==> src/rtl/fmg_defs.svh <==
// Purpose: constants for the fix mode and output gating block
// Assumes: 20 MHz clock, Wishbone byte addresses, 8-bit mask fields
// Notes:   values are used by the top module only; the screen includes none of them
`ifndef FMG_DEFS_SVH
`define FMG_DEFS_SVH
`define FMG_ADR_CTRL    8'h00
`define FMG_ADR_MASK    8'h04
`define FMG_ADR_ALT     8'h08
`define FMG_ADR_STAT    8'h0C
`define FMG_CTRL_FIX    0
`define FMG_CTRL_DIFF   2
`define FMG_CTRL_PSAVE  4
`define FMG_MASK_ELEV   0
`define FMG_MASK_SNR    8
`define FMG_MASK_DOP    16
`define FMG_MASK_SW     24
`define FMG_ALT_VALID   16
`define FMG_RST_ELEV    8'h05
`define FMG_RST_SNR     8'h02
`define FMG_RST_DOP     8'h0C
`define FMG_RST_SW      8'h05
`define FMG_EPOCH_MS    1000
`define FMG_CLK_KHZ     20000
`define FMG_MIN_2D      4'h3
`define FMG_MIN_3D      4'h4
`endif

==> src/rtl/fmg_pkg.sv <==
// Purpose: types and shared functions of the fix mode block
// Assumes: fmg_defs.svh holds the addresses, field positions and thresholds; enum codes are set here
// Notes:   enum codes double as register field encodings
package fmg_pkg;
   typedef enum logic [1:0] {
      FMG_FORCED_TWO_DIM_FIX   = 2'h0,
      FMG_FORCED_THREE_DIM_FIX = 2'h1,
      FMG_AUTO_DIM_FIX         = 2'h2
   } fmg_fix_mode_t;
   typedef enum logic [1:0] {
      FMG_CORRECTION_FORCED_ON  = 2'h0,
      FMG_CORRECTION_FORCED_OFF = 2'h1,
      FMG_CORRECTION_AUTO       = 2'h2
   } fmg_diff_mode_t;
   typedef enum logic [2:0] {
      FMG_NO_FIX    = 3'h1,
      FMG_FIX_2D    = 3'h2,
      FMG_FIX_3D    = 3'h4
   } fmg_fix_state_t;
   // population count of a channel vector, saturating at 15
   function automatic logic [3:0] fmg_popcount(input logic [15:0] v);
      logic [4:0] s;
      s = 5'h00;
      for (int i = 0; i < 16; i++) begin
         s = s + {4'h0, v[i]};
      end
      return (s > 5'h0F) ? 4'hF : s[3:0];
   endfunction
   // merge write data under byte enables
   function automatic logic [31:0] fmg_wmerge(input logic [31:0] old,
                                              input logic [31:0] wd,
                                              input logic [3:0]  sel);
      logic [31:0] r;
      r = old;
      for (int b = 0; b < 4; b++) begin
         if (sel[b]) begin
            r[b*8 +: 8] = wd[b*8 +: 8];
         end
      end
      return r;
   endfunction
endpackage

==> src/rtl/fmg_sat_screen.sv <==
// Purpose: screens tracked channels against elevation and signal masks
// Assumes: one entry per channel, flattened 8-bit fields, N up to 16
// Notes:   purely combinational; the top samples it at each epoch and on status register reads
`timescale 1ns/1ps
`default_nettype none
module fmg_sat_screen #(
   parameter int N = 8
) (
   // per channel state
   input  wire logic [N*8-1:0] elev_in,
   input  wire logic [N*8-1:0] snr_in,
   input  wire logic [N-1:0]   locked_in,
   input  wire logic [N-1:0]   eph_valid_in,
   input  wire logic [N-1:0]   corr_valid_in,
   // masks
   input  wire logic [7:0]     elev_mask_in,
   input  wire logic [7:0]     snr_mask_in,
   // results
   output logic      [N-1:0]   qual_out,
   output logic      [3:0]     nq_out,
   output logic      [3:0]     nc_out,
   output logic                eph_ok_out
);
   import fmg_pkg::*;
   logic [15:0] qv;
   logic [15:0] cv;

   // a channel qualifies only when locked and at or above both masks at once
   always_comb begin
      qv = 16'h0000;
      cv = 16'h0000;
      for (int i = 0; i < N; i++) begin
         qv[i] = locked_in[i] && (elev_in[i*8 +: 8] >= elev_mask_in)
                 && (snr_in[i*8 +: 8] >= snr_mask_in);
         cv[i] = qv[i] && corr_valid_in[i];
      end
   end

   assign qual_out   = qv[N-1:0];
   assign nq_out     = fmg_popcount(qv);
   assign nc_out     = fmg_popcount(cv);
   // every used satellite needs orbital data before any report
   assign eph_ok_out = ((qv[N-1:0] & ~eph_valid_in) == '0);
endmodule
`default_nettype wire

==> src/rtl/fmg_top.sv <==
// Purpose: fix mode decision and report gating, Wishbone register slave
// Assumes: solver supplies dilution and altitude of the current epoch
// Notes:   decision taken once per epoch; all state frozen while ce_in low
//
// The Wishbone register port and the address map are this design's own decisions.
`timescale 1ns/1ps
`default_nettype none
`include "fmg_defs.svh"
module fmg_top #(
   parameter int N            = 8,
   parameter int EPOCH_CYCLES = `FMG_EPOCH_MS * `FMG_CLK_KHZ
) (
   // clock and reset
   input  wire logic                    mclk_in,
   input  wire logic                    rstn_in,
   input  wire logic                    ce_in,
   // wishbone slave
   input  wire logic                    wb_cyc_in,
   input  wire logic                    wb_stb_in,
   input  wire logic                    wb_we_in,
   input  wire logic [7:0]              wb_adr_in,
   input  wire logic [3:0]              wb_sel_in,
   input  wire logic [31:0]             wb_dat_in,
   output logic      [31:0]             wb_dat_out,
   output logic                         wb_ack_out,
   // tracking channels
   input  wire logic [N*8-1:0]          sat_elev_in,
   input  wire logic [N*8-1:0]          sat_snr_in,
   input  wire logic [N-1:0]            sat_locked_in,
   input  wire logic [N-1:0]            sat_eph_valid_in,
   input  wire logic [N-1:0]            sat_corr_valid_in,
   // solver and correction source
   input  wire logic                    corr_data_ok_in,
   input  wire logic [7:0]              pdop_in,
   input  wire logic [7:0]              hdop_in,
   input  wire logic [15:0]             alt_fix_in,
   // report outputs
   output logic                         report_valid_out,
   output logic                         fix_three_dim_out,
   output logic                         corrected_out,
   output logic      [15:0]             altitude_out,
   output logic      [N-1:0]            sat_used_out
);
   import fmg_pkg::*;
   localparam int CNT_W = $clog2(EPOCH_CYCLES + 1);

   fmg_fix_mode_t  fix_mode_q;
   fmg_diff_mode_t diff_mode_q;
   fmg_fix_state_t fix_d;
   fmg_fix_state_t fix_q;
   logic             psave_q;
   logic [7:0]       elev_mask_q;
   logic [7:0]       snr_mask_q;
   logic [7:0]       dop_mask_q;
   logic [7:0]       sw_thr_q;
   logic [15:0]      host_alt_q;
   logic             host_alt_ok_q;
   logic [15:0]      last_alt_q;
   logic             last_alt_ok_q;
   logic [CNT_W-1:0] cnt_q;
   logic             epoch_go;
   logic [N-1:0]     qual;
   logic [3:0]       nq;
   logic [3:0]       nc;
   logic             eph_ok;
   logic [3:0]       nsel;
   logic             use_corr;
   logic             allow;
   logic [15:0]      alt_d;
   logic             emit;
   logic             wb_req;
   logic [31:0]      ctrl_rd;
   logic [31:0]      mask_rd;
   logic [31:0]      alt_rd;
   logic [31:0]      stat_rd;
   logic [31:0]      wm;

   fmg_sat_screen #(.N(N)) u_screen (
      .elev_in       (sat_elev_in),
      .snr_in        (sat_snr_in),
      .locked_in     (sat_locked_in),
      .eph_valid_in  (sat_eph_valid_in),
      .corr_valid_in (sat_corr_valid_in),
      .elev_mask_in  (elev_mask_q),
      .snr_mask_in   (snr_mask_q),
      .qual_out      (qual),
      .nq_out        (nq),
      .nc_out        (nc),
      .eph_ok_out    (eph_ok)
   );

   // register views
   assign ctrl_rd = {27'h0, psave_q, diff_mode_q, fix_mode_q};
   assign mask_rd = {sw_thr_q, dop_mask_q, snr_mask_q, elev_mask_q};
   assign alt_rd  = {15'h0, host_alt_ok_q, host_alt_q};
   assign stat_rd = {18'h0, eph_ok, last_alt_ok_q, corrected_out,
                     fix_q, nc, nq};
   assign wb_req  = wb_cyc_in && wb_stb_in && !wb_ack_out;

   // ack one cycle after the request, dropped the next cycle
   always_ff @(posedge mclk_in or negedge rstn_in) begin
      if (!rstn_in) begin
         wb_ack_out <= 1'b0;
      end else if (ce_in) begin
         wb_ack_out <= wb_req;
      end
   end

   // read data; unmapped addresses read as zero
   always_ff @(posedge mclk_in or negedge rstn_in) begin
      if (!rstn_in) begin
         wb_dat_out <= 32'h0000_0000;
      end else if (ce_in && wb_req) begin
         case (wb_adr_in)
            `FMG_ADR_CTRL: wb_dat_out <= ctrl_rd;
            `FMG_ADR_MASK: wb_dat_out <= mask_rd;
            `FMG_ADR_ALT:  wb_dat_out <= alt_rd;
            `FMG_ADR_STAT: wb_dat_out <= stat_rd;
            default:       wb_dat_out <= 32'h0000_0000;
         endcase
      end
   end

   // configuration writes, byte lanes honoured
   always_ff @(posedge mclk_in or negedge rstn_in) begin
      if (!rstn_in) begin
         fix_mode_q  <= FMG_AUTO_DIM_FIX;
         diff_mode_q <= FMG_CORRECTION_AUTO;
         psave_q     <= 1'b0;
         elev_mask_q <= `FMG_RST_ELEV;
         snr_mask_q  <= `FMG_RST_SNR;
         dop_mask_q  <= `FMG_RST_DOP;
         sw_thr_q    <= `FMG_RST_SW;
         host_alt_q    <= 16'h0000;
         host_alt_ok_q <= 1'b0;
      end else if (ce_in && wb_req && wb_we_in) begin
         case (wb_adr_in)
            `FMG_ADR_CTRL: begin
               fix_mode_q  <= fmg_fix_mode_t'(wm[`FMG_CTRL_FIX +: 2]);
               diff_mode_q <= fmg_diff_mode_t'(wm[`FMG_CTRL_DIFF +: 2]);
               psave_q     <= wm[`FMG_CTRL_PSAVE];
            end
            `FMG_ADR_MASK: begin
               elev_mask_q <= wm[`FMG_MASK_ELEV +: 8];
               snr_mask_q  <= wm[`FMG_MASK_SNR +: 8];
               dop_mask_q  <= wm[`FMG_MASK_DOP +: 8];
               sw_thr_q    <= wm[`FMG_MASK_SW +: 8];
            end
            `FMG_ADR_ALT: begin
               host_alt_q    <= wm[15:0];
               host_alt_ok_q <= wm[`FMG_ALT_VALID];
            end
            default: begin
               host_alt_q <= host_alt_q;
            end
         endcase
      end
   end

   // merged write word for the addressed register
   always_comb begin
      case (wb_adr_in)
         `FMG_ADR_CTRL: wm = fmg_wmerge(ctrl_rd, wb_dat_in, wb_sel_in);
         `FMG_ADR_MASK: wm = fmg_wmerge(mask_rd, wb_dat_in, wb_sel_in);
         `FMG_ADR_ALT:  wm = fmg_wmerge(alt_rd, wb_dat_in, wb_sel_in);
         default:       wm = 32'h0000_0000;
      endcase
   end

   // epoch timer, one decision per second
   always_ff @(posedge mclk_in or negedge rstn_in) begin
      if (!rstn_in) begin
         cnt_q <= '0;
      end else if (ce_in) begin
         cnt_q <= epoch_go ? '0 : cnt_q + CNT_W'(1);
      end
   end
   assign epoch_go = ce_in && (cnt_q == CNT_W'(EPOCH_CYCLES - 1));

   // correction mode picks which satellite count the fix may use
   always_comb begin
      case (diff_mode_q)
         FMG_CORRECTION_FORCED_ON: begin
            use_corr = 1'b1;
            nsel     = nc;
            allow    = corr_data_ok_in;
         end
         FMG_CORRECTION_FORCED_OFF: begin
            use_corr = 1'b0;
            nsel     = nq;
            allow    = 1'b1;
         end
         default: begin
            // fall back when corrections cannot cover a fix-sized set
            use_corr = corr_data_ok_in && (nc >= `FMG_MIN_2D);
            nsel     = use_corr ? nc : nq;
            allow    = 1'b1;
         end
      endcase
   end

   // fix dimension and the altitude a 2D solution is pinned to
   always_comb begin
      fix_d = FMG_NO_FIX;
      alt_d = alt_fix_in;
      case (fix_mode_q)
         FMG_FORCED_TWO_DIM_FIX: begin
            // switch threshold plays no part here
            if (nsel >= `FMG_MIN_2D && hdop_in < dop_mask_q) begin
               fix_d = FMG_FIX_2D;
               alt_d = host_alt_ok_q ? host_alt_q : 16'h0000;
            end
         end
         FMG_FORCED_THREE_DIM_FIX: begin
            if (nsel >= `FMG_MIN_3D && pdop_in <= dop_mask_q) begin
               fix_d = FMG_FIX_3D;
            end
         end
         default: begin
            if (nsel >= `FMG_MIN_3D && pdop_in <= dop_mask_q
                && pdop_in <= sw_thr_q) begin
               fix_d = FMG_FIX_3D;
            end else if (nsel >= `FMG_MIN_2D && hdop_in < dop_mask_q) begin
               fix_d = FMG_FIX_2D;
               alt_d = last_alt_ok_q ? last_alt_q : 16'h0000;
            end else if (nsel >= `FMG_MIN_3D && pdop_in <= dop_mask_q) begin
               fix_d = FMG_FIX_3D; // 2D geometry failed, 3D still in mask
            end
         end
      endcase
   end

   // nothing leaves unless every active mask and the data gate agree
   assign emit = allow && eph_ok && (fix_d != FMG_NO_FIX) && !psave_q;

   // report registers; the valid pulse is rewritten every enabled cycle, the rest load only at the epoch
   always_ff @(posedge mclk_in or negedge rstn_in) begin
      if (!rstn_in) begin
         report_valid_out  <= 1'b0;
         fix_three_dim_out <= 1'b0;
         corrected_out     <= 1'b0;
         altitude_out      <= 16'h0000;
         sat_used_out      <= '0;
         fix_q             <= FMG_NO_FIX;
      end else if (ce_in) begin
         report_valid_out <= epoch_go && emit;
         if (epoch_go) begin
            fix_q <= emit ? fix_d : FMG_NO_FIX;
            if (emit) begin
               fix_three_dim_out <= (fix_d == FMG_FIX_3D);
               corrected_out     <= use_corr;
               altitude_out      <= alt_d;
               sat_used_out      <= use_corr ? (qual & sat_corr_valid_in) : qual;
            end
         end
      end
   end

   // remember altitude of the last 3D solution for automatic fallback
   always_ff @(posedge mclk_in or negedge rstn_in) begin
      if (!rstn_in) begin
         last_alt_q    <= 16'h0000;
         last_alt_ok_q <= 1'b0;
      end else if (epoch_go && emit && fix_d == FMG_FIX_3D) begin
         last_alt_q    <= alt_fix_in;
         last_alt_ok_q <= 1'b1;
      end
   end
endmodule
`default_nettype wire

==> config.mk <==
export PLATFORM = sky130hd
export DESIGN_NAME = fmg_top
export DESIGN_NICKNAME = d
export VERILOG_FILES = /design/src/rtl/fmg_pkg.sv /design/src/rtl/fmg_sat_screen.sv /design/src/rtl/fmg_top.sv
export VERILOG_INCLUDE_DIRS = /design/src /design/src/rtl
export SDC_FILE = /design/constraint.sdc
export NUM_CORES = 1
export LEC_CHECK = 0
export BUFFER_PORTS_ARGS = -buffer_cell sky130_fd_sc_hd__buf_2
export CORE_ASPECT_RATIO = 0.9
export CORE_MARGIN = 5
export CORE_UTILIZATION = 60
export CTS_BUF_LIST = sky130_fd_sc_hd__clkbuf_8
export CTS_CLUSTER_DIAMETER = 30
export DETAILED_ROUTE_END_ITERATION = 10
export PLACE_DENSITY = 0.89
export REMOVE_ABC_BUFFERS = 1
export SLEW_MARGIN = 25
export SYNTH_ARGS = -nofsm -noshare
export SYNTH_HDL_FRONTEND = slang
export SYNTH_SLANG_ARGS = --single-unit
==> constraint.sdc <==
create_clock -name mclk_in -period 14 [get_ports mclk_in]
set_clock_uncertainty 0.05 [all_clocks]
set_input_delay 2.8 -clock mclk_in [delete_from_list [all_inputs] [get_ports mclk_in]]
set_output_delay 2.8 -clock mclk_in [all_outputs]
set_load 0.005 [all_outputs]
After elaboration in Yosys (flattened, before gate mapping)

Index checks and enable logic that the tools add are counted.

Register bits after elaboration: 159
Input port bits: 235
Output and inout port bits: 60
Logic and storage cells: 157

$add $sub $neg: 15
Order comparisons: 24
Eq/ne operators: 10
Mux-type cells: 33
Bitwise gates (word level): 3
Reductions and logical operators: 51

Operator list:

| operator                                                              | count |
|---|---|
| 8-bit >= comparator                                                   | 16 |
| 32-bit one-hot mux with 4 select lines                                | 1 |
| 8-bit 2-to-1 mux                                                      | 12 |
| 16-bit 2-to-1 mux                                                     | 5 |
| 32-bit one-hot mux with 2 select lines                                | 1 |
| 5-bit by 1-bit adder with 5-bit output                                | 12 |
| 1-bit logical AND                                                     | 38 |
| 16-bit one-hot mux with 2 select lines                                | 1 |
| 25-bit by 1-bit adder with 25-bit output, second input constant       | 1 |
| 25-bit equality test, second input constant                           | 1 |
| 25-bit 2-to-1 mux                                                     | 1 |
| 8-bit bitwise AND                                                     | 2 |
| 8-bit by 4-bit equality test with 1-bit output, second input constant | 2 |
| 8-bit less-or-equal comparator                                        | 2 |
| 8-bit logical NOT                                                     | 2 |
| 3-bit 2-to-1 mux                                                      | 4 |
| 4-bit 2-to-1 mux                                                      | 3 |
| 5-bit by 4-bit > comparator with 1-bit output, second input constant  | 2 |
| 3-bit AND reduction                                                   | 3 |
| 8-bit by 3-bit equality test with 1-bit output, second input constant | 1 |
| 4-bit by 2-bit >= comparator with 1-bit output, second input constant | 2 |
| 8-bit < comparator                                                    | 1 |
| 8-bit inverter                                                        | 1 |
| 4-bit one-hot mux with 2 select lines                                 | 1 |
| other kinds (13)                                                      | 21 |

Depth between registers and ports, before layout

Gate-level depths: netlist of run 1.

Word-level depth: 28
Mapped depth: 25

Hierarchy

Synthesis of run 1 repeated with hierarchy kept, for this count alone.

Cell total of the unflattened synthesis: 1196
Area, all modules: 11255.8 um^2

By module, submodules not included:

| module         | times used | cells an instance | area an instance (um^2) |
|---|---|---|---|
| fmg_top        | 1          | 812               | 8046.5 |
| fmg_sat_screen | 1          | 384               | 3209.3 |

Worst setup path after synthesis of run 1

OpenSTA, ideal clock, no wires.

Path kind: input -> register
Start point: input port sat_elev_in[8]
End point: register last_alt_q[10]
Setup time: 0.127 ns
Data arrival time: 8.754 ns
Required time: 13.823 ns
Slack: 5.069 ns
Cell stages on the path: 23
Path buffers: 1
Cells stage by stage: inv_1 -> ha_1 -> nand2b_1 -> a211oi_1 -> o21bai_1 -> a22o_1 -> nor3b_1 -> and2_1 -> ha_1 -> inv_1 -> fa_1 -> fa_1 -> fa_1 -> fa_1 -> or2_2 -> or4b_1 -> a2111o_1 -> and3_4 -> a311oi_2 -> nand4_1 -> nor3_4 -> buf_6 -> mux2_1

Cells in the longest elaborated chain, start to end: 28
Elaborated cells between the ends (all ways): 45

RTL lines:

| element                                              | RTL line                       | text |
|---|---|---|
| start, declared                                      | fmg_top.sv:27                  | `input wire logic [N*8-1:0] sat_elev_in,` |
| 8-bit >= comparator (*)                              | fmg_sat_screen.sv:33           | `qv[i] = locked_in[i] && (elev_in[i*8 +: 8] >= elev_mask_in)` |
| 1-bit logical AND (*)                                | fmg_sat_screen.sv:33           |  |
| 1-bit logical AND (*)                                | fmg_sat_screen.sv:34           | `&& (snr_in[i*8 +: 8] >= snr_mask_in);` |
| 1-bit logical AND                                    | fmg_sat_screen.sv:35           | `cv[i] = qv[i] && corr_valid_in[i];` |
| 1-bit by 1-bit adder with 2-bit output               | fmg_pkg.sv:25                  | `s = s + {4'h0, v[i]};` |
| 5-bit by 1-bit adder with 5-bit output (6 in series) | fmg_pkg.sv:25                  |  |
| 5-bit by 4-bit > comparator with 1-bit output        | fmg_pkg.sv:27                  | `return (s > 5'h0F) ? 4'hF : s[3:0];` |
| 4-bit 2-to-1 mux                                     | fmg_pkg.sv:27                  |  |
| [6 not listed]                                       | -                              |  |
| 3-bit 2-to-1 mux                                     | fmg_top.sv:215, fmg_top.sv:226 |  |
| 3-bit 2-to-1 mux                                     | fmg_top.sv:223                 | `` end else if (nsel >= `FMG_MIN_2D && hdop_in < dop_mask_q) begin `` |
| 3-bit 2-to-1 mux                                     | fmg_top.sv:220                 | `` if (nsel >= `FMG_MIN_3D && pdop_in <= dop_mask_q `` |
| 3-bit one-hot mux with 2 select lines                | fmg_top.sv:206                 | `case (fix_mode_q)` |
| 3-bit by 1-bit inequality test with 1-bit output     | fmg_top.sv:234                 | `assign emit = allow && eph_ok && (fix_d != FMG_NO_FIX) && !psave_q;` |
| 1-bit logical AND (2 in series)                      | fmg_top.sv:234                 |  |
| 1-bit logical AND                                    | fmg_top.sv:264                 | `end else if (epoch_go && emit && fix_d == FMG_FIX_3D) begin` |
| 1-bit logical AND (*)                                | fmg_top.sv:264                 |  |
| end signal, assigned                                 | fmg_top.sv:265                 | `last_alt_q <= alt_fix_in;` |
| end, declared                                        | fmg_top.sv:58                  | `logic [15:0] last_alt_q;` |

Every way passes the cells marked *; elsewhere a longest branch is shown, timed or not.
A chain may end at the register's enable or synchronous reset.

Final worst setup path of run 1

Start point: input port sat_elev_in[0]
End point: register altitude_out[10]

Cells in the longest elaborated chain, start to end: 27
Elaborated cells between the ends (all ways): 47

RTL lines:

| element                                              | RTL line                                       | text |
|---|---|---|
| 8-bit >= comparator (*)                              | fmg_sat_screen.sv:33                           |  |
| 1-bit logical AND (*)                                | fmg_sat_screen.sv:33                           |  |
| 1-bit logical AND (*)                                | fmg_sat_screen.sv:34                           |  |
| 1-bit logical AND                                    | fmg_sat_screen.sv:35                           |  |
| 1-bit by 1-bit adder with 2-bit output               | fmg_pkg.sv:25                                  |  |
| 5-bit by 1-bit adder with 5-bit output (6 in series) | fmg_pkg.sv:25                                  |  |
| 5-bit by 4-bit > comparator with 1-bit output        | fmg_pkg.sv:27                                  |  |
| 4-bit 2-to-1 mux                                     | fmg_pkg.sv:27                                  |  |
| [5 not listed]                                       | -                                              |  |
| 1-bit logical AND                                    | fmg_top.sv:215, fmg_top.sv:220, fmg_top.sv:226 |  |
| 3-bit 2-to-1 mux                                     | fmg_top.sv:215, fmg_top.sv:226                 |  |
| 3-bit 2-to-1 mux                                     | fmg_top.sv:223                                 |  |
| 3-bit 2-to-1 mux                                     | fmg_top.sv:220                                 |  |
| 3-bit one-hot mux with 2 select lines                | fmg_top.sv:206                                 |  |
| 3-bit by 1-bit inequality test with 1-bit output     | fmg_top.sv:234                                 |  |
| 1-bit logical AND (2 in series)                      | fmg_top.sv:234                                 |  |
| 3-bit AND reduction (no source line)                 | -                                              |  |
| end signal, assigned                                 | fmg_top.sv:252                                 | `altitude_out <= alt_d;` |
| end, declared                                        | fmg_top.sv:41                                  | `output logic [15:0] altitude_out,` |

Marks and branches as above.

==> results.ini, run 1 <==
[run_status]
status=finished clean

[floorplanning]
placementRows=47
fp.dieH_um=140
num_io_pins=295
die-area_um2=21500
core_um2=18300
die_w_um=154
initial_utilization_pct=60.9

[finish]
layout-drive-gt1-share_pct=28.3
fillers=1394
nets=1858
area_growth_syn_to_layout_pct=19.2
layout.cells.non_filler=1722
multi_input_area_um2=6690
regArea_um2=3990

[detailed_routing]
wire_per_inst_um=20.0
routed_wl_mm=34.4
dr.pass1.iters=6
post_drt_via_cell_ratio=6.07
drt_iter0_drc=879
antenna_left=0
drc=0
routed-via-count=10456

[timing]
report.final.slew_viol_count=0
setup_viol=0
max_freq_mhz=105
worstMarginPinSlew_ns=0.974
max_slew_margin_pct=34.8
finalCriticalPeriod_ns=9.52
hold_viol=0
timing.hold.ws_ns=0.414
rsz0062_at_grt=false
finalCritPeriodShare_pct=68.0
tns_ns=0

[placement]
portBuffers=294
dp_hpwl_mm=27.2
place_inst=1683
gp_congestion=0.980

[worst_setup_path]
critPathArrivalTime_ns=9.81
cp_cell_sequence=buf_2 -> inv_1 -> ha_1 -> nand2b_1 -> a211o_1 -> a21oi_1 -> o21ai_0 -> and3b_1 -> and2_1 -> ha_1 -> inv_1 -> fa_1 -> fa_1 -> fa_1 -> fa_1 -> or2_2 -> or4b_1 -> a211oi_1 -> o221ai_1 -> o21ai_0 -> nand4_1 -> nor3_4 -> buf_4 -> mux2_2
start_kind=primary input
timing.setup.critical_path_class=in -> reg
slowest_delay_ns=0.55
crit_family=adder cells
crit_path_top_delay_cell=nor3_4
crit_top_cell=fa_1
required_ns=14.29
critPathCaptureType=register
regToRegSetupSlack_ns=6.21
path_max_fanout=16
r2r_end=altitude_out[10]
critical_path_buf_inv_count=4
rr_startpoint=elev_mask_q[0]
reg2reg_depth=22

[grt]
antenna_found_initial=8
grt-ovfl-total=0
grtUsageTotal_pct=31.7
grt_first_pass_wirelength_mm=54.1
grt_max_degree=94
grt_pass1_vias=10454

[cts]
cts_htree_levels=4
clock-sinks=159
cts_hold_buf=0
clkTransAtPathRegs_ns=0.08
cts-root-buf=clkbuf_8
cts_resized=0
clockBufferDepth=2
cts_tree=built
cts_buffers=17
post_cts_buffers=0
clk_latency_ns=0.47

[synthesis]
synth-edff-count=0
ys_ff_latch=159
synthCells=1175
async_flop_share_pct=100
syn_avg_cell_area_um2=9.52
synth_cell_types=64
ys_seq_area_share_pct=35.7
yosysWarnings=0
syn_area_um2=11200
synth_ff_type=dfrtp_1

[pwr]
ir_worst_vdd_mv=0.0642
power.density_nw_per_um2=74.7
p_switching_mw=0.260
seqPwrFrac_pct=48.4
clockPowerShare_pct=37.3
swShare_pct=26.1
power_leakage_nw=6.95
comb_power_share_pct=14.3
p_int_mw=0.735

[worst_hold_path]
hold_class=reg -> reg
hold_end=wb_dat_out[21]
hold_depth=2
min_from=wb_dat_out[21]

[job]
cap_violations=0

## routing by layer
| metal | up-vias | GRT usage [%] | part of all wire (%) |
|---|---|---|---|
| met2 | 569 | 48.3 | 45 |
| met3 | 106 | 8.72 | 9.6 |
| met5 | - | 0 | 0 |
| met1 | 4945 | 42.8 | 41 |
| li1 | 4836 | - | - |
| met4 | 0 | 13.6 | 4.0 |
## worst reg2reg max path: cells and delay by family (launching register included)
family / cells / cell delay (ns)
compound gates: 6 / 1.57
fa+ha+maj: 6 / 2.60
buf+inv: 2 / 0.47
flops: 1 / 0.71
mux: 1 / 0.38
simple gates: 7 / 1.88
## metrics by stage
step	setup WS (ns)	area (um^2)	utilization (%)	total power, mW
2_1_floorplan	3.57	11000	-	0.553
3_3_place_gp	4.12	12900	70.2	0.623
3_5_place_dp	3.82	12900	70.2	0.630
4_1_cts	4.25	13300	72.5	0.997
5_1_grt	4.16	13300	72.7	1.04
6_report	4.48	13300	72.7	0.995
## cells in the final DEF (no fill, tap or decap), types with 14 or more instances in the layout
master / n
a211oi_1: 25
a21o_1: 14
a21oi_1: 64
a221o_1: 16
buf_2: 293
clkbuf_8: 22
dfrtp_1: 149
ha_1: 158
inv_1: 95
mux2_2: 57
nand2_1: 146
nand2b_1: 19
nand3_1: 43
nand4_1: 17
nor2_1: 57
o21ai_0: 70
## synth_stat cells, types with 12 or more instances
master | number | area [um^2]
a221o_1 | 16 | 160
nand2_1 | 146 | 548
dfrtp_1 | 149 | 3730
mux2i_1 | 12 | 120
inv_1 | 95 | 357
ha_1 | 158 | 1980
a21oi_1 | 64 | 320
nor2_1 | 59 | 221
and3_1 | 12 | 75.1
nand4_1 | 17 | 106
o21ai_0 | 70 | 350
a211oi_1 | 25 | 188
a221oi_1 | 12 | 105
o21a_1 | 12 | 90.1
nand3_1 | 43 | 215
clkbuf_1 | 27 | 101
mux2_2 | 57 | 642
a21o_1 | 14 | 105
nand2b_1 | 19 | 119
xor2_1 | 13 | 114
## kinds of logic after synthesis
family                     Yosys count  synth area share, %
muxes                               77                 7.62
buffers and inverters              134                 4.63
xor gates and xnor gates            20                 1.57
AOI/OAI and AO/OA                  277                 16.9
and+or+nand+nor                    342                 14.5
DFF                                159                 35.7
adders and majority gates          166                 19.1
## area by class of cell
| type | instances | share of cell area (%) |
|---|---|---|
| Clock buffer | 22 | 2.27 |
| Antenna cell | 8 | 0.150 |
| Inverter | 95 | 2.67 |
| Clock inverter | 9 | 0.976 |
| Tap cell | 245 | 2.30 |
| Sequential cell | 159 | 29.9 |
| Multi-Input combinational cell | 882 | 50.2 |
| Timing Repair Buffer | 302 | 11.5 |
## power groups by stage
stage                     Sequential [mW]  Clock, mW  Combinational, mW
after CTS                           0.482      0.374              0.141
final                               0.482      0.371              0.142
after global placement              0.490          0              0.133
after detailed placement            0.490          0              0.140
after global routing                0.484      0.394              0.159
after floorplan                     0.488          0             0.0651
## state kept, by name, summed over array words and instances (netlist names), 2 cells and up
| register | cells |
|---|---|
| cnt_q | 25 |
| diff_mode_q | 2 |
| sat_used_out | 8 |
| wb_dat_out | 32 |
| fix_q | 3 |
| snr_mask_q | 8 |
| fix_mode_q | 2 |
| sw_thr_q | 8 |
| host_alt_q | 16 |
| altitude_out | 16 |
| elev_mask_q | 8 |
| last_alt_q | 16 |
| dop_mask_q | 8 |
## how the worst max path moves through the flow
stage | startpoint | endpoint | cells past startpoint
6_report | sat_elev_in[0] | altitude_out[10] | 24
3_5_place_dp | sat_elev_in[0] | altitude_out[8] | 24
4_1_cts | sat_elev_in[0] | altitude_out[10] | 24
3_3_place_gp | sat_elev_in[0] | altitude_out[15] | 24
2_1_floorplan | sat_elev_in[8] | altitude_out[0] | 22
5_1_grt | sat_elev_in[0] | altitude_out[10] | 24
Power figures use the tool's default switching activity.
==> run 2, diff against run 1 <==
Settings changed: ABC_AREA from default to 1, CORE_UTILIZATION 60 to 57, PLACE_DENSITY 0.89 to 0.84.
Clock period 14 ns to 9.1 ns, I/O delays scaled along.
==> results.ini, run 2 <==
[floorplanning]
core_um2=21400  ; +17%
fp.dieH_um=150  ; +7.2%
placementRows=51  ; +8.5%
initial_utilization_pct=57.5  ; -3.4 points
die_w_um=165  ; +7.2%
num_io_pins=295  ; unchanged
die-area_um2=24700  ; +15%

[timing]
worstMarginPinSlew_ns=0.928  ; -0.0464 ns
max_slew_margin_pct=38.1  ; +3.3 points
hold_viol=0  ; unchanged
timing.hold.ws_ns=0.414  ; +0.000128 ns
rsz0062_at_grt=false
report.final.slew_viol_count=0  ; unchanged
finalCriticalPeriod_ns=6.90
layout_setup_ws_ns=2.20  ; -2.28 ns
finalCritPeriodShare_pct=75.8
setup_viol=0  ; unchanged
max_freq_mhz=145
tns_ns=0  ; unchanged

[worst_setup_path]
crit_family=adder cells
timing.setup.critical_path_class=in -> reg
rr_startpoint=snr_mask_q[1]
r2r_end=last_alt_q[15]
required_ns=9.46  ; -4.83 ns
critPathCaptureType=register
crit_cells=28  ; +17%
regToRegSetupSlack_ns=2.85  ; -3.36 ns
crit_top_cell=inv_1
start_kind=primary input
crit_path_top_delay_cell=fa_1
reg2reg_depth=28  ; +27%
path_max_fanout=19  ; +3
critical_path_buf_inv_count=8  ; +4
startpoint=sat_snr_in[1]
critPathArrivalTime_ns=7.26  ; -2.55 ns
crit_end=last_alt_q[15]
slowest_delay_ns=0.55  ; about the same

[detailed_routing]
antenna_left=0  ; unchanged
drt_iter0_drc=1073  ; +22%
dr.pass1.iters=6  ; unchanged
drc=0  ; unchanged
post_drt_via_cell_ratio=5.58  ; -8.0%
routed_wl_mm=37.6  ; +9.0%
routed-via-count=12504  ; +20%
wire_per_inst_um=16.8  ; -16%

[finish]
design_area_um2=14400  ; +8.1%
nets=2333  ; +26%
top_regs=wb_dat_out x32, cnt_q x25
largest-register=wb_dat_out
area_growth_syn_to_layout_pct=16.9
largest_reg_flops=32  ; unchanged
final_common_cell=nand2_1
utilization_pct=67.2  ; -5.5 points
layout-drive-gt1-share_pct=19.4  ; -8.9 points
layout.cells.non_filler=2239  ; +30%
most-common-layout-cells=nand2_1, buf_2, inv_1, ha_1, dfrtp_1

[placement]
place_inst=2204  ; +31%
placed_cell_area_um2=14000  ; +8.4%
dp_hpwl_mm=28.8  ; +5.9%
gp_congestion=0.969  ; -1.2%
portBuffers=294  ; unchanged
dp_slack_ns=1.76  ; -2.06 ns

[synthesis]
synth_ff_type=dfrtp_1
synth_top_area_share_pct=30.2  ; -3.1 points
syn_avg_cell_area_um2=7.42  ; -22%
yosysWarnings=0  ; unchanged
synth.top_cells.by_count=nand2_1, inv_1, ha_1
async_flop_share_pct=100  ; unchanged
yosysTopAreaCell=dfrtp_1
synthCells=1662  ; +41%
synth_cell_types=54  ; -16%
synth.area.top_cells=dfrtp_1, ha_1, nand2_1
syn_area_um2=12300  ; +10%
ys_seq_area_share_pct=32.4  ; -3.3 points
ys_ff_latch=159  ; unchanged
synth-edff-count=0  ; unchanged
yosysMostFrequentCell=nand2_1

[run_status]
status=finished clean

[grt]
antenna_found_initial=4  ; -4
grtUsageTotal_pct=30.2  ; -1.5 points
grt_max_degree=96  ; +2.1%
grt-ovfl-total=0  ; unchanged
grt_pass1_vias=12195  ; +17%
grt_first_pass_wirelength_mm=59.3  ; +9.5%

[cts]
clock-sinks=159  ; unchanged
post_cts_buffers=0  ; unchanged
cts_htree_levels=4  ; unchanged
cts_buffers=17  ; unchanged
clk_latency_ns=0.47  ; about the same
cts_hold_buf=0  ; unchanged
cts-root-buf=clkbuf_8
clkTransAtPathRegs_ns=0.09  ; about the same
clockBufferDepth=2  ; unchanged
cts_resized=0  ; unchanged
cts_tree=built

[pwr]
power.density_nw_per_um2=129  ; +73%
ir_worst_vdd_mv=0.0977  ; +52%
total_power_mw=1.87  ; +87%
power_leakage_nw=8.25  ; +19%

[worst_hold_path]
hold_class=reg -> reg

[job]
cap_violations=0  ; unchanged

## run 2: cell count changes in the layout (fill, tap and decap cells not counted), moves of 19 or more
cell / change
nand2b_1: -19
nand3_1: +58
a21oi_1: +41
a211oi_1: -24
mux2_2: -56
nand2_1: +358
nor2_1: +33
inv_1: +120
nand4_1: +38
## run 2: power by group
| group | leakage, nW | total, mW | internal (mW) | switching [mW] |
|---|---|---|---|---|
| Clock | 0.214 | 0.586 | 0.306 | 0.280 |
| Sequential | 2.04 | 0.750 | 0.729 | 0.0210 |
| Combinational | 6.00 | 0.529 | 0.193 | 0.336 |
## run 2: worst register-to-register path: cells and delay by family (launching register included)
kind                       cells  cell delay (ns)
AOI/OAI and AO/OA              2             0.29
buffers and inverters          8             0.88
DFF                            1             0.54
and+or+nand+nor               12             1.80
adders and majority gates      6             2.64
## run 2: worst min path at each step
stage,startpoint,endpoint,slack (ns),depth (start not counted)
2_1_floorplan,fix_q[0],fix_q[0],0.39,2
3_3_place_gp,sat_used_out[4],sat_used_out[4],0.40,2
3_5_place_dp,fix_q[0],fix_q[0],0.40,2
4_1_cts,fix_q[0],fix_q[0],0.42,2
5_1_grt,sat_used_out[4],sat_used_out[4],0.44,2
6_report,fix_q[0],fix_q[0],0.41,2
## run 2: cell type report
cell class | count | area (um^2)
Antenna cell | 3 | 7.51
Clock buffer | 18 | 248
Clock inverter | 14 | 193
Fill cell | 1866 | 7030
Inverter | 219 | 827
Multi-Input combinational cell | 1237 | 7270
Sequential cell | 159 | 3990
Tap cell | 291 | 364
Timing Repair Buffer | 298 | 1510
## run 2: routing by layer
layer	vias to the layer above	wire, um	GRT usage [%]
li1	6038	-	-
met1	5781	15000	37.8
met2	575	17600	50.6
met3	106	3440	6.94
met4	4	1450	12.0
met5	-	25	0
## run 2: cell families (layout without fill, tap and decap cells)
logic type,after synthesis,count (layout),synth area share (%)
AO/OA/AOI/OAI,252,252,11.7
AND/OR/NAND/NOR,801,801,28.5
adder cells (fa/ha/maj),166,166,17.3
other,0,3,0
XOR/XNOR,5,5,0.355
flip-flops,159,159,32.4
buffers and inverters,266,549,8.68
multiplexers,13,13,1.07
==> run 3, diff against run 2 <==
Clock period 9.1 ns to 6.85 ns, I/O delays scaled along.
==> results.ini, run 3 (same netlist as run 2, synthesis figures left out) <==
[finish]
nets=2345  ; +0.51%
largest-register=wb_dat_out
layout.cells.non_filler=2253  ; +0.63%
design_area_um2=14400  ; +0.26%
area_growth_syn_to_layout_pct=17.2
top_regs=wb_dat_out x32, cnt_q x25
layout-drive-gt1-share_pct=19.8  ; +0.44 points
fillers=1890  ; +1.3%
final_common_cell=nand2_1
largest_reg_flops=32  ; unchanged
most-common-layout-cells=nand2_1, buf_2, inv_1, ha_1, dfrtp_1

[cts]
cts_resized=0  ; unchanged
cts-root-buf=clkbuf_8
cts_tree=built
cts_buffers=17  ; unchanged
clockBufferDepth=2  ; unchanged
cts_htree_levels=4  ; unchanged
post_cts_buffers=0  ; unchanged
clock-sinks=159  ; unchanged
clkTransAtPathRegs_ns=0.09  ; about the same
clk_latency_ns=0.47  ; about the same
cts_hold_buf=0  ; unchanged

[timing]
finalCritPeriodShare_pct=90.5
max_freq_mhz=161
finalCriticalPeriod_ns=6.20
max_slew_margin_pct=39.7  ; +1.6 points
timing.hold.ws_ns=0.430  ; +0.0154 ns
report.final.slew_viol_count=0  ; unchanged
tns_ns=0  ; unchanged
worstMarginPinSlew_ns=0.904  ; -0.0236 ns
rsz0062_at_grt=false
setup_viol=0  ; unchanged
hold_viol=0  ; unchanged

[worst_setup_path]
reg2reg_depth=29  ; +3.6%
path_max_fanout=19  ; unchanged
critPathCaptureType=register
crit_path_top_delay_cell=fa_1
r2r_end=last_alt_q[7]
crit_top_cell=nand2_1
timing.setup.critical_path_class=in -> reg
regToRegSetupSlack_ns=0.87  ; -1.98 ns
start_kind=primary input
slowest_delay_ns=0.52  ; -0.03 ns
critPathArrivalTime_ns=6.51  ; -0.75 ns
required_ns=7.16  ; -2.30 ns
rr_startpoint=snr_mask_q[1]

[run_status]
status=finished clean

[pwr]
p_switching_mw=0.873  ; +37%
power_leakage_nw=8.29  ; +0.51%
p_int_mw=1.54  ; +25%
comb_power_share_pct=30.6  ; +2.2 points
clockPowerShare_pct=28.1  ; -3.3 points
swShare_pct=36.2  ; +2.0 points
total_power_mw=2.41  ; +29%
seqPwrFrac_pct=41.3  ; +1.1 points
power.density_nw_per_um2=167  ; +29%
ir_worst_vdd_mv=0.168  ; +72%

[grt]
grt_first_pass_wirelength_mm=59.8  ; +0.84%
grt_max_degree=111  ; +16%
grt-ovfl-total=0  ; unchanged
grtUsageTotal_pct=30.3  ; +0.11 points
antenna_found_initial=6  ; +2
grt_pass1_vias=12218  ; +0.19%

[detailed_routing]
routed-via-count=12501  ; -0.024%
drt_iter0_drc=1151  ; +7.3%
antenna_left=0  ; unchanged
post_drt_via_cell_ratio=5.55  ; -0.65%
wire_per_inst_um=16.7  ; -0.34%
drc=0  ; unchanged
routed_wl_mm=37.7  ; +0.29%
dr.pass1.iters=5  ; -1

[floorplanning]
initial_utilization_pct=57.5  ; unchanged
core_um2=21400  ; unchanged
num_io_pins=295  ; unchanged
placementRows=51  ; unchanged
die_w_um=165  ; unchanged
die-area_um2=24700  ; unchanged
fp.dieH_um=150  ; unchanged

[worst_hold_path]
hold_depth=2  ; unchanged
hold_end=altitude_out[11]
hold_class=reg -> reg
min_from=altitude_out[11]

[placement]
dp_hpwl_mm=29.1  ; +1.0%
place_inst=2216  ; +0.54%
portBuffers=294  ; unchanged
placed_cell_area_um2=14100  ; +0.77%
gp_congestion=0.972  ; +0.40%

[job]
cap_violations=0  ; unchanged

run 3: changes by cell type in the layout (fill, tap and decap cells not counted), sizes merged:
| cell | change |
|---|---|
| clkinvlp | -1 |
| bufinv | -3 |
| buf | +11 |
| inv | +3 |
| clkbuf | +1 |
| diode | +2 |
| clkinv | +1 |
run 3: worst max-delay path: cells and delay by family:
kind | cells | cell delay [ns]
adder cells (fa/ha/maj) | 6 | 2.56
AND/OR/NAND/NOR | 16 | 1.89
AO/OA/AOI/OAI | 2 | 0.23
buffers and inverters | 5 | 0.45
run 3: power groups by stage:
| stage | logic, mW | clock network (mW) | registers (mW) |
|---|---|---|---|
| floorplan | 0.457 | 0 | 1.01 |
| global placement | 0.702 | 0 | 1.01 |
| detailed placement | 0.724 | 0 | 1.01 |
| CTS | 0.729 | 0.687 | 0.996 |
| global route | 0.828 | 0.728 | 1.00 |
| finish | 0.737 | 0.678 | 0.997 |
run 3: how the worst max path moves through the flow:
stage,to,start,depth (start not counted),slack (ns)
detailed placement,last_alt_q[7],sat_snr_in[1],29,0.21
CTS,last_alt_q[7],sat_snr_in[1],29,0.71
global placement,last_alt_q[15],sat_snr_in[1],29,0.40
global route,last_alt_q[7],sat_snr_in[1],29,0.42
finish,last_alt_q[7],sat_snr_in[1],29,0.65
floorplan,fix_three_dim_out,sat_snr_in[1],26,0.63
run 3: final cells by class:
cell class | count | area (um^2) | share of cell area, %
Multi-Input combinational cell | 1237 | 7270 | 50.3
Sequential cell | 159 | 3990 | 27.6
Clock buffer | 18 | 248 | 1.71
Timing Repair Buffer | 310 | 1610 | 11.2
Clock inverter | 14 | 120 | 0.831
Inverter | 219 | 827 | 5.72
Tap cell | 291 | 364 | 2.52
Antenna cell | 5 | 12.5 | 0.0866
run 3: metrics by stage:
| stage | util, % | worst slack [ns] |
|---|---|---|
| floorplan | - | 0.632 |
| global placement | 65.6 | 0.399 |
| detailed placement | 65.6 | 0.208 |
| CTS | 67.3 | 0.711 |
| global route | 67.4 | 0.422 |
| finish | 67.4 | 0.653 |
run 3: per-layer routing:
layer  track usage (%)  up-vias  wire length, um
li1                  -     6052                -
met1              39.6     5718            15600
met2              48.6      602            17000
met3              6.58      127             3320
met4              13.1        2             1700
met5                 0        -               13
